[src/rtl/lvpm_pkg.sv]
`default_nettype none
package lvpm_pkg;
	localparam logic [11:0] ADDR_DETECT = 12'h000;
	localparam logic [11:0] ADDR_WARN = 12'h004;
	localparam logic [11:0] ADDR_IRQ_STATUS = 12'h008;
	localparam logic [11:0] ADDR_IRQ_MASK = 12'h00c;
	localparam logic [11:0] ADDR_ID = 12'h010;
	localparam logic [31:0] ID_VALUE = 32'h0000_0a5c; // Arbitrary value
	// Register 1 fields
	localparam int B_DFLAG = 7;
	localparam int B_DACK = 6;
	localparam int B_DIRQ = 5;
	localparam int B_DRST = 4;
	localparam int B_DSTOP = 3;
	localparam int B_DEN = 2;
	localparam int B_REFBUF = 0;
	// Register 2 fields
	localparam int B_WFLAG = 7;
	localparam int B_WACK = 6;
	localparam int B_DTRIP = 5;
	localparam int B_WTRIP = 4;
	localparam int B_RFLAG = 3;
	localparam int B_RACK = 2;
	localparam int B_DEPTH = 0;
	// Interrupt status bits
	localparam int S_DETECT = 0;
	localparam int S_WARN = 1;
	localparam int S_RECOV = 2;
	localparam logic [1:0] RESP_OKAY = 2'h0;
	localparam logic [1:0] RESP_SLVERR = 2'h2;
	typedef struct packed {
		logic detect_en;
		logic irq_en;
		logic reset_en;
		logic stop_en;
		logic ref_buf;
	} lvpm_ctrl_s;
endpackage : lvpm_pkg
`default_nettype wire

[src/rtl/lvpm_regs.sv]
// Design decisions made here: the placing of the registers and the AXI4-Lite register port.
`default_nettype none
module lvpm_regs (
	// Clock and resets
	input wire logic i_clk,
	input wire logic i_sys_rst,
	input wire logic i_por,
	// AXI4-Lite write
	input wire logic [11:0] i_awaddr,
	input wire logic i_awvalid,
	output logic o_awready,
	input wire logic [31:0] i_wdata,
	input wire logic [3:0] i_wstrb,
	input wire logic i_wvalid,
	output logic o_wready,
	output logic [1:0] o_bresp,
	output logic o_bvalid,
	input wire logic i_bready,
	// AXI4-Lite read
	input wire logic [11:0] i_araddr,
	input wire logic i_arvalid,
	output logic o_arready,
	output logic [31:0] o_rdata,
	output logic [1:0] o_rresp,
	output logic o_rvalid,
	input wire logic i_rready,
	// Supply monitor
	input wire logic i_detect_low,
	input wire logic i_warn_low,
	input wire logic i_in_stop,
	input wire logic i_deep_stop_exit,
	output logic o_detect_trip_select,
	output logic o_warn_trip_select,
	output logic o_detect_active,
	// System
	output logic o_ref_buffer_en,
	output logic o_stop_depth_select,
	output logic o_detect_irq,
	output logic o_chip_reset_req,
	output logic o_irq
);
	////////////////////////////////////////////////////////////////////////
	lvpm_pkg::lvpm_ctrl_s ctrl;
	logic detect_flag;
	logic warn_flag;
	logic detect_trip;
	logic warn_trip;
	logic recov_flag;
	logic depth;
	logic depth_done;
	logic [2:0] irq_status;
	logic [2:0] irq_mask;
	logic [11:0] aw_addr;
	logic aw_held;
	logic [31:0] w_data;
	logic [3:0] w_strb;
	logic w_held;
	logic wr_go;
	logic [11:0] wa;
	logic [31:0] wd;
	logic wb0;
	logic rd_go;
	logic [31:0] next_rdata;
	logic detect_live;
	logic [2:0] ev;
	logic wr_detect;
	logic wr_warn;
	logic rd_status;

	////////////////////////////////////////////////////////////////////////
	// Response code for an address, shared by both channels
	function automatic logic [1:0] addr_resp(input logic [11:0] addr);
		addr_resp = (addr[11:2] <= lvpm_pkg::ADDR_ID[11:2]) ?
			lvpm_pkg::RESP_OKAY : lvpm_pkg::RESP_SLVERR;
	endfunction : addr_resp

	////////////////////////////////////////////////////////////////////////
	// Write channel capture
	assign o_awready = !aw_held && !o_bvalid;
	assign o_wready = !w_held && !o_bvalid;
	assign wa = aw_held ? aw_addr : i_awaddr;
	assign wd = w_held ? w_data : i_wdata;
	assign wb0 = w_held ? w_strb[0] : i_wstrb[0];
	assign wr_go = (aw_held || i_awvalid) && (w_held || i_wvalid) &&
		!o_bvalid;
	assign wr_detect = wr_go && wb0 && wa == lvpm_pkg::ADDR_DETECT;
	assign wr_warn = wr_go && wb0 && wa == lvpm_pkg::ADDR_WARN;

	always_ff @(posedge i_clk) begin
		if (i_sys_rst) begin
			aw_held <= 1'b0;
			w_held <= 1'b0;
			aw_addr <= 12'h000;
			w_data <= 32'h0000_0000;
			w_strb <= 4'h0;
			o_bvalid <= 1'b0;
			o_bresp <= lvpm_pkg::RESP_OKAY;
		end else begin
			if (wr_go) begin
				aw_held <= 1'b0;
				w_held <= 1'b0;
				o_bvalid <= 1'b1;
				o_bresp <= addr_resp(wa);
			end else begin
				if (i_awvalid && o_awready) begin
					aw_held <= 1'b1;
					aw_addr <= i_awaddr;
				end
				if (i_wvalid && o_wready) begin
					w_held <= 1'b1;
					w_data <= i_wdata;
					w_strb <= i_wstrb;
				end
				if (o_bvalid && i_bready)
					o_bvalid <= 1'b0;
			end
		end
	end

	////////////////////////////////////////////////////////////////////////
	// Detect register
	assign detect_live = ctrl.detect_en &&
		(!i_in_stop || ctrl.stop_en);

	always_ff @(posedge i_clk) begin
		if (i_sys_rst) begin
			ctrl <= '0;
		end else if (wr_detect) begin
			ctrl.irq_en <= wd[lvpm_pkg::B_DIRQ];
			ctrl.reset_en <= wd[lvpm_pkg::B_DRST];
			ctrl.stop_en <= wd[lvpm_pkg::B_DSTOP];
			ctrl.detect_en <= wd[lvpm_pkg::B_DEN];
			ctrl.ref_buf <= wd[lvpm_pkg::B_REFBUF];
		end
	end

	always_ff @(posedge i_clk) begin
		if (i_sys_rst)
			detect_flag <= 1'b0;
		else if (detect_live && i_detect_low)
			detect_flag <= 1'b1;
		else if (wr_detect && wd[lvpm_pkg::B_DACK])
			detect_flag <= 1'b0;
	end

	////////////////////////////////////////////////////////////////////////
	// Warning register
	always_ff @(posedge i_clk) begin
		if (i_sys_rst)
			warn_flag <= 1'b0;
		else if (i_warn_low)
			warn_flag <= 1'b1;
		else if (wr_warn && wd[lvpm_pkg::B_WACK])
			warn_flag <= 1'b0;
	end

	always_ff @(posedge i_clk) begin
		if (i_sys_rst && i_por) begin
			detect_trip <= 1'b0;
			warn_trip <= 1'b0;
		end else if (!i_sys_rst && wr_warn) begin
			detect_trip <= wd[lvpm_pkg::B_DTRIP];
			warn_trip <= wd[lvpm_pkg::B_WTRIP];
		end
	end

	always_ff @(posedge i_clk) begin
		if (i_sys_rst)
			recov_flag <= 1'b0;
		else if (i_deep_stop_exit)
			recov_flag <= 1'b1;
		else if (wr_warn && wd[lvpm_pkg::B_RACK])
			recov_flag <= 1'b0;
	end

	always_ff @(posedge i_clk) begin
		if (i_sys_rst) begin
			depth <= 1'b0;
			depth_done <= 1'b0;
		end else if (wr_warn && !depth_done) begin
			depth <= wd[lvpm_pkg::B_DEPTH];
			depth_done <= 1'b1;
		end
	end

	////////////////////////////////////////////////////////////////////////
	// Interrupt status, mask
	assign rd_status = rd_go && i_araddr == lvpm_pkg::ADDR_IRQ_STATUS;
	assign ev[lvpm_pkg::S_DETECT] = detect_live && i_detect_low &&
		!detect_flag;
	assign ev[lvpm_pkg::S_WARN] = i_warn_low && !warn_flag;
	assign ev[lvpm_pkg::S_RECOV] = i_deep_stop_exit && !recov_flag;

	always_ff @(posedge i_clk) begin
		if (i_sys_rst)
			irq_status <= 3'h0;
		else
			irq_status <= ev | (rd_status ? 3'h0 : irq_status);
	end

	always_ff @(posedge i_clk) begin
		if (i_sys_rst)
			irq_mask <= 3'h0;
		else if (wr_go && wb0 && wa == lvpm_pkg::ADDR_IRQ_MASK)
			irq_mask <= wd[2:0];
	end

	assign o_irq = |(irq_status & irq_mask);

	////////////////////////////////////////////////////////////////////////
	// Read channel
	assign o_arready = !o_rvalid;
	assign rd_go = i_arvalid && o_arready;

	always_comb begin
		next_rdata = 32'h0000_0000;
		unique case (i_araddr)
			lvpm_pkg::ADDR_DETECT: begin
				next_rdata[lvpm_pkg::B_DFLAG] = detect_flag;
				next_rdata[lvpm_pkg::B_DIRQ] = ctrl.irq_en;
				next_rdata[lvpm_pkg::B_DRST] = ctrl.reset_en;
				next_rdata[lvpm_pkg::B_DSTOP] = ctrl.stop_en;
				next_rdata[lvpm_pkg::B_DEN] = ctrl.detect_en;
				next_rdata[lvpm_pkg::B_REFBUF] = ctrl.ref_buf;
			end
			lvpm_pkg::ADDR_WARN: begin
				next_rdata[lvpm_pkg::B_WFLAG] = warn_flag;
				next_rdata[lvpm_pkg::B_DTRIP] = detect_trip;
				next_rdata[lvpm_pkg::B_WTRIP] = warn_trip;
				next_rdata[lvpm_pkg::B_RFLAG] = recov_flag;
				next_rdata[lvpm_pkg::B_DEPTH] = depth;
			end
			lvpm_pkg::ADDR_IRQ_STATUS: next_rdata[2:0] = irq_status;
			lvpm_pkg::ADDR_IRQ_MASK: next_rdata[2:0] = irq_mask;
			lvpm_pkg::ADDR_ID: next_rdata = lvpm_pkg::ID_VALUE;
			default: next_rdata = 32'h0000_0000;
		endcase
	end

	always_ff @(posedge i_clk) begin
		if (i_sys_rst) begin
			o_rvalid <= 1'b0;
			o_rdata <= 32'h0000_0000;
			o_rresp <= lvpm_pkg::RESP_OKAY;
		end else if (rd_go) begin
			o_rvalid <= 1'b1;
			o_rdata <= next_rdata;
			o_rresp <= addr_resp(i_araddr);
		end else if (i_rready) begin
			o_rvalid <= 1'b0;
		end
	end

	////////////////////////////////////////////////////////////////////////
	// Outputs
	always_ff @(posedge i_clk) begin
		if (i_sys_rst) begin
			o_detect_irq <= 1'b0;
			o_chip_reset_req <= 1'b0;
		end else begin
			o_detect_irq <= ctrl.detect_en && ctrl.irq_en &&
				detect_flag;
			o_chip_reset_req <= ctrl.detect_en && ctrl.reset_en &&
				detect_flag;
		end
	end

	assign o_ref_buffer_en = ctrl.ref_buf;
	assign o_detect_trip_select = detect_trip;
	assign o_warn_trip_select = warn_trip;
	assign o_stop_depth_select = depth;
	assign o_detect_active = detect_live;
endmodule : lvpm_regs
`default_nettype wire

[config.mk]
export PLATFORM = sky130hd
export DESIGN_NAME = lvpm_regs
export DESIGN_NICKNAME = d
export VERILOG_FILES = /design/src/rtl/lvpm_pkg.sv /design/src/rtl/lvpm_regs.sv
export SDC_FILE = /design/constraint.sdc
export NUM_CORES = 1
export LEC_CHECK = 0
export BUFFER_PORTS_ARGS = -buffer_cell sky130_fd_sc_hd__buf_2
export CORE_UTILIZATION = 35
export CTS_CLUSTER_DIAMETER = 40
export DETAILED_ROUTE_END_ITERATION = 8
export PLACE_DENSITY = 0.58
export SLEW_MARGIN = 30
export SYNTH_ARGS = -nofsm -noshare
export SYNTH_HDL_FRONTEND = slang
export SYNTH_SLANG_ARGS = --single-unit
[constraint.sdc]
create_clock -name i_clk -period 3.5 [get_ports i_clk]
set_input_delay 0.7 -clock i_clk [delete_from_list [all_inputs] [get_ports i_clk]]
set_output_delay 0.7 -clock i_clk [all_outputs]
set_load 0.02 [all_outputs]
# Yosys cells after proc, flatten, opt, wreduce, memory -nomap -nowiden
# Cells that the tools add are included.
[totals]
reg_bits = 80
latch_bits = 0
mem_bits_rw = 0
rom_bits = 0
input_bits = 72
output_inout_bits = 49
elab_cells = 112
n_memories = 0
[op_classes]
add_sub_neg = 0
n_mul = 0
div_mod_pow = 0
order_cmp = 2
eq_ne = 6
shifts = 0
mux = 23
n_bitwise = 3
n_reduce_logical = 52
[ops]
columns = ["op", "n"]
rows = [
  ["12-bit by 4-bit == test with 1-bit output, second input constant", 3],
  ["1-bit logical AND", 28],
  ["12-bit by 3-bit == test with 1-bit output, second input constant", 2],
  ["12-bit zero test", 2],
  ["10-bit by 3-bit less-or-equal comparator with 1-bit output, second input constant", 2],
  ["12-bit by 5-bit == test with 1-bit output, second input constant", 1],
  ["1-bit 2-to-1 mux", 12],
  ["12-bit 2-to-1 mux", 1],
  ["1-bit zero test", 10],
  ["2-bit nonzero test", 5],
  ["3-bit one-hot mux with 3 select lines", 1],
  ["1-bit one-hot mux with 4 select lines", 2],
  ["7-bit 2-to-1 mux", 1],
  ["2-bit 2-to-1 mux", 2],
  ["4-bit 2-to-1 mux", 1],
  ["1-bit one-hot mux with 2 select lines", 2],
  ["2-bit AND reduction", 2],
  ["3-bit bitwise AND", 1],
  ["1-bit logical OR", 3],
  ["3-bit 2-to-1 mux", 1],
  ["3-bit OR", 1],
  ["3-bit OR reduction", 1],
  ["2-bit OR reduction", 1],
  ["1-bit NOT", 1],
]

# Depth between registers and ports, before layout
[logic_depth]
word_depth = 8
mapped_depth = 7
mapped_depth_nobuf = 4

# Worst setup path after synthesis
# Ideal clock, no wire load.
[synth_path]
path_kind = "in2reg"
start = "input i_awaddr[8]"
end = "register recov_flag"
setup_ns = 0.137
t_arrival_ns = 1.989
required_time_ns = 3.363
slack_ns = 1.374
stages = 4
n_path_buf = 0
path_cell_list = "or4_1 > o22a_1 > a2111oi_4 > a211oi_1"
[synth_between]
elab_chain_len = 5
[synth_lines]
columns = ["element", "line_no", "text"]
rows = [
  ["from (decl)", "lvpm_regs.sv:9", "input wire logic [11:0] i_awaddr,"],
  ["12-bit 2-to-1 mux", "lvpm_regs.sv:81", "assign wa = aw_held ? aw_addr : i_awaddr;"],
  ["12-bit by 3-bit == test with 1-bit output", "lvpm_regs.sv:87", "assign wr_warn = wr_go && wb0 && wa == lvpm_pkg::ADDR_WARN;"],
  ["1-bit logical AND", "lvpm_regs.sv:87", ""],
  ["1-bit logical AND", "lvpm_regs.sv:172", "else if (wr_warn && wd[lvpm_pkg::B_RACK])"],
  ["2-bit nonzero test (no line)", "n/a", ""],
  ["to (signal assigned)", "lvpm_regs.sv:169", "recov_flag <= 1'b0;"],
  ["to (signal assigned)", "lvpm_regs.sv:171", "recov_flag <= 1'b1;"],
  ["to (signal assigned)", "lvpm_regs.sv:173", "recov_flag <= 1'b0;"],
  ["to (decl)", "lvpm_regs.sv:48", "logic recov_flag;"],
]
# No other way between the ends.
# A chain may end at the register's enable or synchronous reset.

# Worst setup path after layout
[layout_path]
start = "register aw_held"
end = "register recov_flag"
[layout_between]
elab_chain_len = 7
word_cells_on_any_way = 9
classes_between = "eq/ne (1); mux (1); reduce/logical (7)"
[layout_lines]
columns = ["element", "line_no", "text"]
rows = [
  ["from (decl)", "lvpm_regs.sv:54", "logic aw_held;"],
  ["from (signal assigned)", "lvpm_regs.sv:91", "aw_held <= 1'b0;"],
  ["from (signal assigned)", "lvpm_regs.sv:100", "aw_held <= 1'b0;"],
  ["from (signal assigned)", "lvpm_regs.sv:106", "aw_held <= 1'b1;"],
  ["branches (longest 4 deep; another with 12-bit 2-to-1 mux)", "n/a", ""],
  ["1-bit logical AND *", "lvpm_regs.sv:87", ""],
  ["1-bit logical AND *", "lvpm_regs.sv:172", ""],
  ["2-bit nonzero test (no line) *", "n/a", ""],
]
# Every way passes the cells marked *.

==> impl_metrics.env <==
export IMPL_status="finished clean"
export IMPL_yosysSeqAreaShare_pct=39.3
export IMPL_worst_pin_slew_ns=0.876
export IMPL_cp_required_ns=3.65
export IMPL_synth_adder_area_share_pct=0
export IMPL_setup_viol_count_final=0
export IMPL_synthArstFlopShare_pct=0
export IMPL_syn_avg_cell_area_sq_um=9.15
export IMPL_fin_crit_ns=2.17
export IMPL_cp_end_kind="flip-flop"
export IMPL_rows=31
export IMPL_post_cts_repair_setup_buffers=0
export IMPL_path_clk_slew_ns=0.09
export IMPL_via_per_inst=4.81
export IMPL_cellPowerDensity_nw_per_um2=389
export IMPL_startpoint_type="flip-flop"
export IMPL_slew_viol_final=0
export IMPL_grt_max_degree=51
export IMPL_pre_cts_slack_ns=1.12
export IMPL_synth_top_family_by_area="simple AND/OR/NAND/NOR gates"
export IMPL_start_util_pct=37.0
export IMPL_synthTopCellsByCount="dfxtp_1, nor2_1, mux2i_1, buf_4, a21oi_1"
export IMPL_grt_ovfl_total=0
export IMPL_yosys_area_share_simple_pct=21.7
export IMPL_p_total_uw=1230
export IMPL_fin_tns_setup_ns=0
export IMPL_io_buffers=68
export IMPL_num_io_pins=121
export IMPL_ctsResizeCount=0
export IMPL_synth_xor_area_share_pct=0
export IMPL_placed_area_sq_um=3060
export IMPL_area_delta_synth_final_pct=14.3
export IMPL_synth_ff_type="dfxtp_1"
export IMPL_ys_ff_latch=54
export IMPL_ys_types=48
export IMPL_gp_congestion=0.740
export IMPL_track_usage_pct=14.8
export IMPL_die_area_sq_um=8230
export IMPL_final_antenna_net_count=0
export IMPL_drt_wirelength_per_cell_um=12.6
export IMPL_fin_crit_sh_pct=61.9
export IMPL_synth_edf_count=0
export IMPL_clk_latency_ns=0.30
export IMPL_tritoncts="yes"
export IMPL_synth_most_common_cell="dfxtp_1"
export IMPL_grt_pass1_vias=2053
export IMPL_diodes=0
export IMPL_die_x_um=90.7
export IMPL_cap_violations=0
export IMPL_path_max_fanout=17
export IMPL_crit_type="reg -> reg"
export IMPL_ys_warn_count=0
export IMPL_synth_area_mux_share_pct=17.2
export IMPL_synth_cells=301
export IMPL_fmax_ghz=0.462
export IMPL_fin_area_sq_um=3150
export IMPL_clock_skew_ns=0.00511
export IMPL_yosysTopAreaCellShare_pct=39.3
export IMPL_antenna_found_initial=0
export IMPL_fill_cells=773
export IMPL_hold_path_class="reg -> reg"
export IMPL_cp_arrival_ns=2.32
export IMPL_nets=432
export IMPL_clockRootBuffer="clkbuf_8"
export IMPL_h_tree_depth=2
export IMPL_syn_cell_area_sq_um=2750
export IMPL_synth_area_top_cells="dfxtp_1, mux2i_1, buf_4, nor2_1, mux2_2"
export IMPL_vias=2212
export IMPL_relSlewSlack_pct=41.6
export IMPL_hold_buffers=0
export IMPL_cts_buffers=5
export IMPL_hold_viol=0
export IMPL_post_dp_hpwl_mm=4.44
export IMPL_layout_drive_gt1_share_pct=26.0
export IMPL_ir_worst_vdd_mv=0.177
export IMPL_drc=0
export IMPL_cts_sinks=54
export IMPL_drt_iter0_drc=78
export IMPL_drtPass1Iterations=4
export IMPL_leakagePower_uw=0.00151
export IMPL_fp_coreArea_sq_um=7450
export IMPL_synth_compound_area_share_pct=11.5
export IMPL_totalWireLength_mm=5.82
export IMPL_clk_path_buf_depth=2
export IMPL_grt_pass1_wl_mm=9.79
export IMPL_dieHeight_um=90.7
export IMPL_synth_top_area_cell="dfxtp_1"
export IMPL_rsz0062_at_grt="false"
export IMPL_fin_ws_ns=1.33
## sequential cells by signal, indices dropped and copies added (netlist names), 3 cells and up
signal / flops
irq_status: 3
aw_addr: 12
o_rdata: 8
irq_mask: 3
w_data: 7
ctrl: 4
## cell usage in the layout, fill, tap and decap left out, types with 5 or more instances in the layout
cell,synthesis,routed
a21oi_1,13,13
buf_2,4,68
clkbuf_8,0,6
conb_1,1,24
dfxtp_1,54,54
inv_1,6,6
mux2_2,9,9
mux2i_1,35,35
nand2_1,12,12
nand3_1,5,5
nand3b_1,5,5
nand4_1,5,5
nor2_1,40,40
nor2b_1,9,9
nor3_1,9,9
o21ai_0,6,6
## per-stage QoR
stage	util (%)	std cells	hold WS, ns
CTS	42.3	460	0.455
finish	42.3	460	0.452
floorplan	-	324	0.450
detailed placement	41.0	452	0.443
global route	42.3	460	0.476
global placement	41.0	452	0.437
## metal layers
layer	global-route usage, %	wire, um	vias to the layer above	share of wire [%]
met5	0	0	-	0
met3	3.37	307	7	5.3
met4	4.84	72	0	1.2
met1	19.6	2850	994	49
met2	23.4	2590	69	44
li1	-	-	1142	-
## worst max-delay path: stages (launching register included)
cell and delay, ns:
dfxtp_1 0.68, or4b_4 0.55, o22a_1 0.25, a2111oi_4 0.41
a211oi_1 0.12
## layout make-up
class | instances | area [sq um] | area share, %
clock buffers | 7 | 86.3 | 2.74
clock inverters | 1 | 5.00 | 0.159
flip-flops and latches | 54 | 1080 | 34.4
well taps | 99 | 124 | 3.94
inverters | 6 | 22.5 | 0.716
repair buffers | 69 | 348 | 11.1
multi-input cells | 224 | 1480 | 47.0
## final timing paths
path / startpoint / to / slack [ns] / depth (start not counted)
worst min-delay path: o_rdata[1] / o_rdata[1] / 0.45 / 2
worst min register to register: o_rdata[1] / o_rdata[1] / 0.45 / 2
worst max register to register: aw_held / recov_flag / 1.33 / 4
worst max-delay path: aw_held / recov_flag / 1.33 / 4
## cells by family after synthesis
group                  Yosys count
and+or+nand+nor                113
AOI/OAI and AO/OA               42
muxes                           45
DFF                             54
other                            1
buffers and inverters           46
## report_power, final
part           internal, uW  switching, uW
registers               637           23.8
clock network           160            194
logic                  83.8            127
total                   881            345
(Power assumes the default switching activity.)
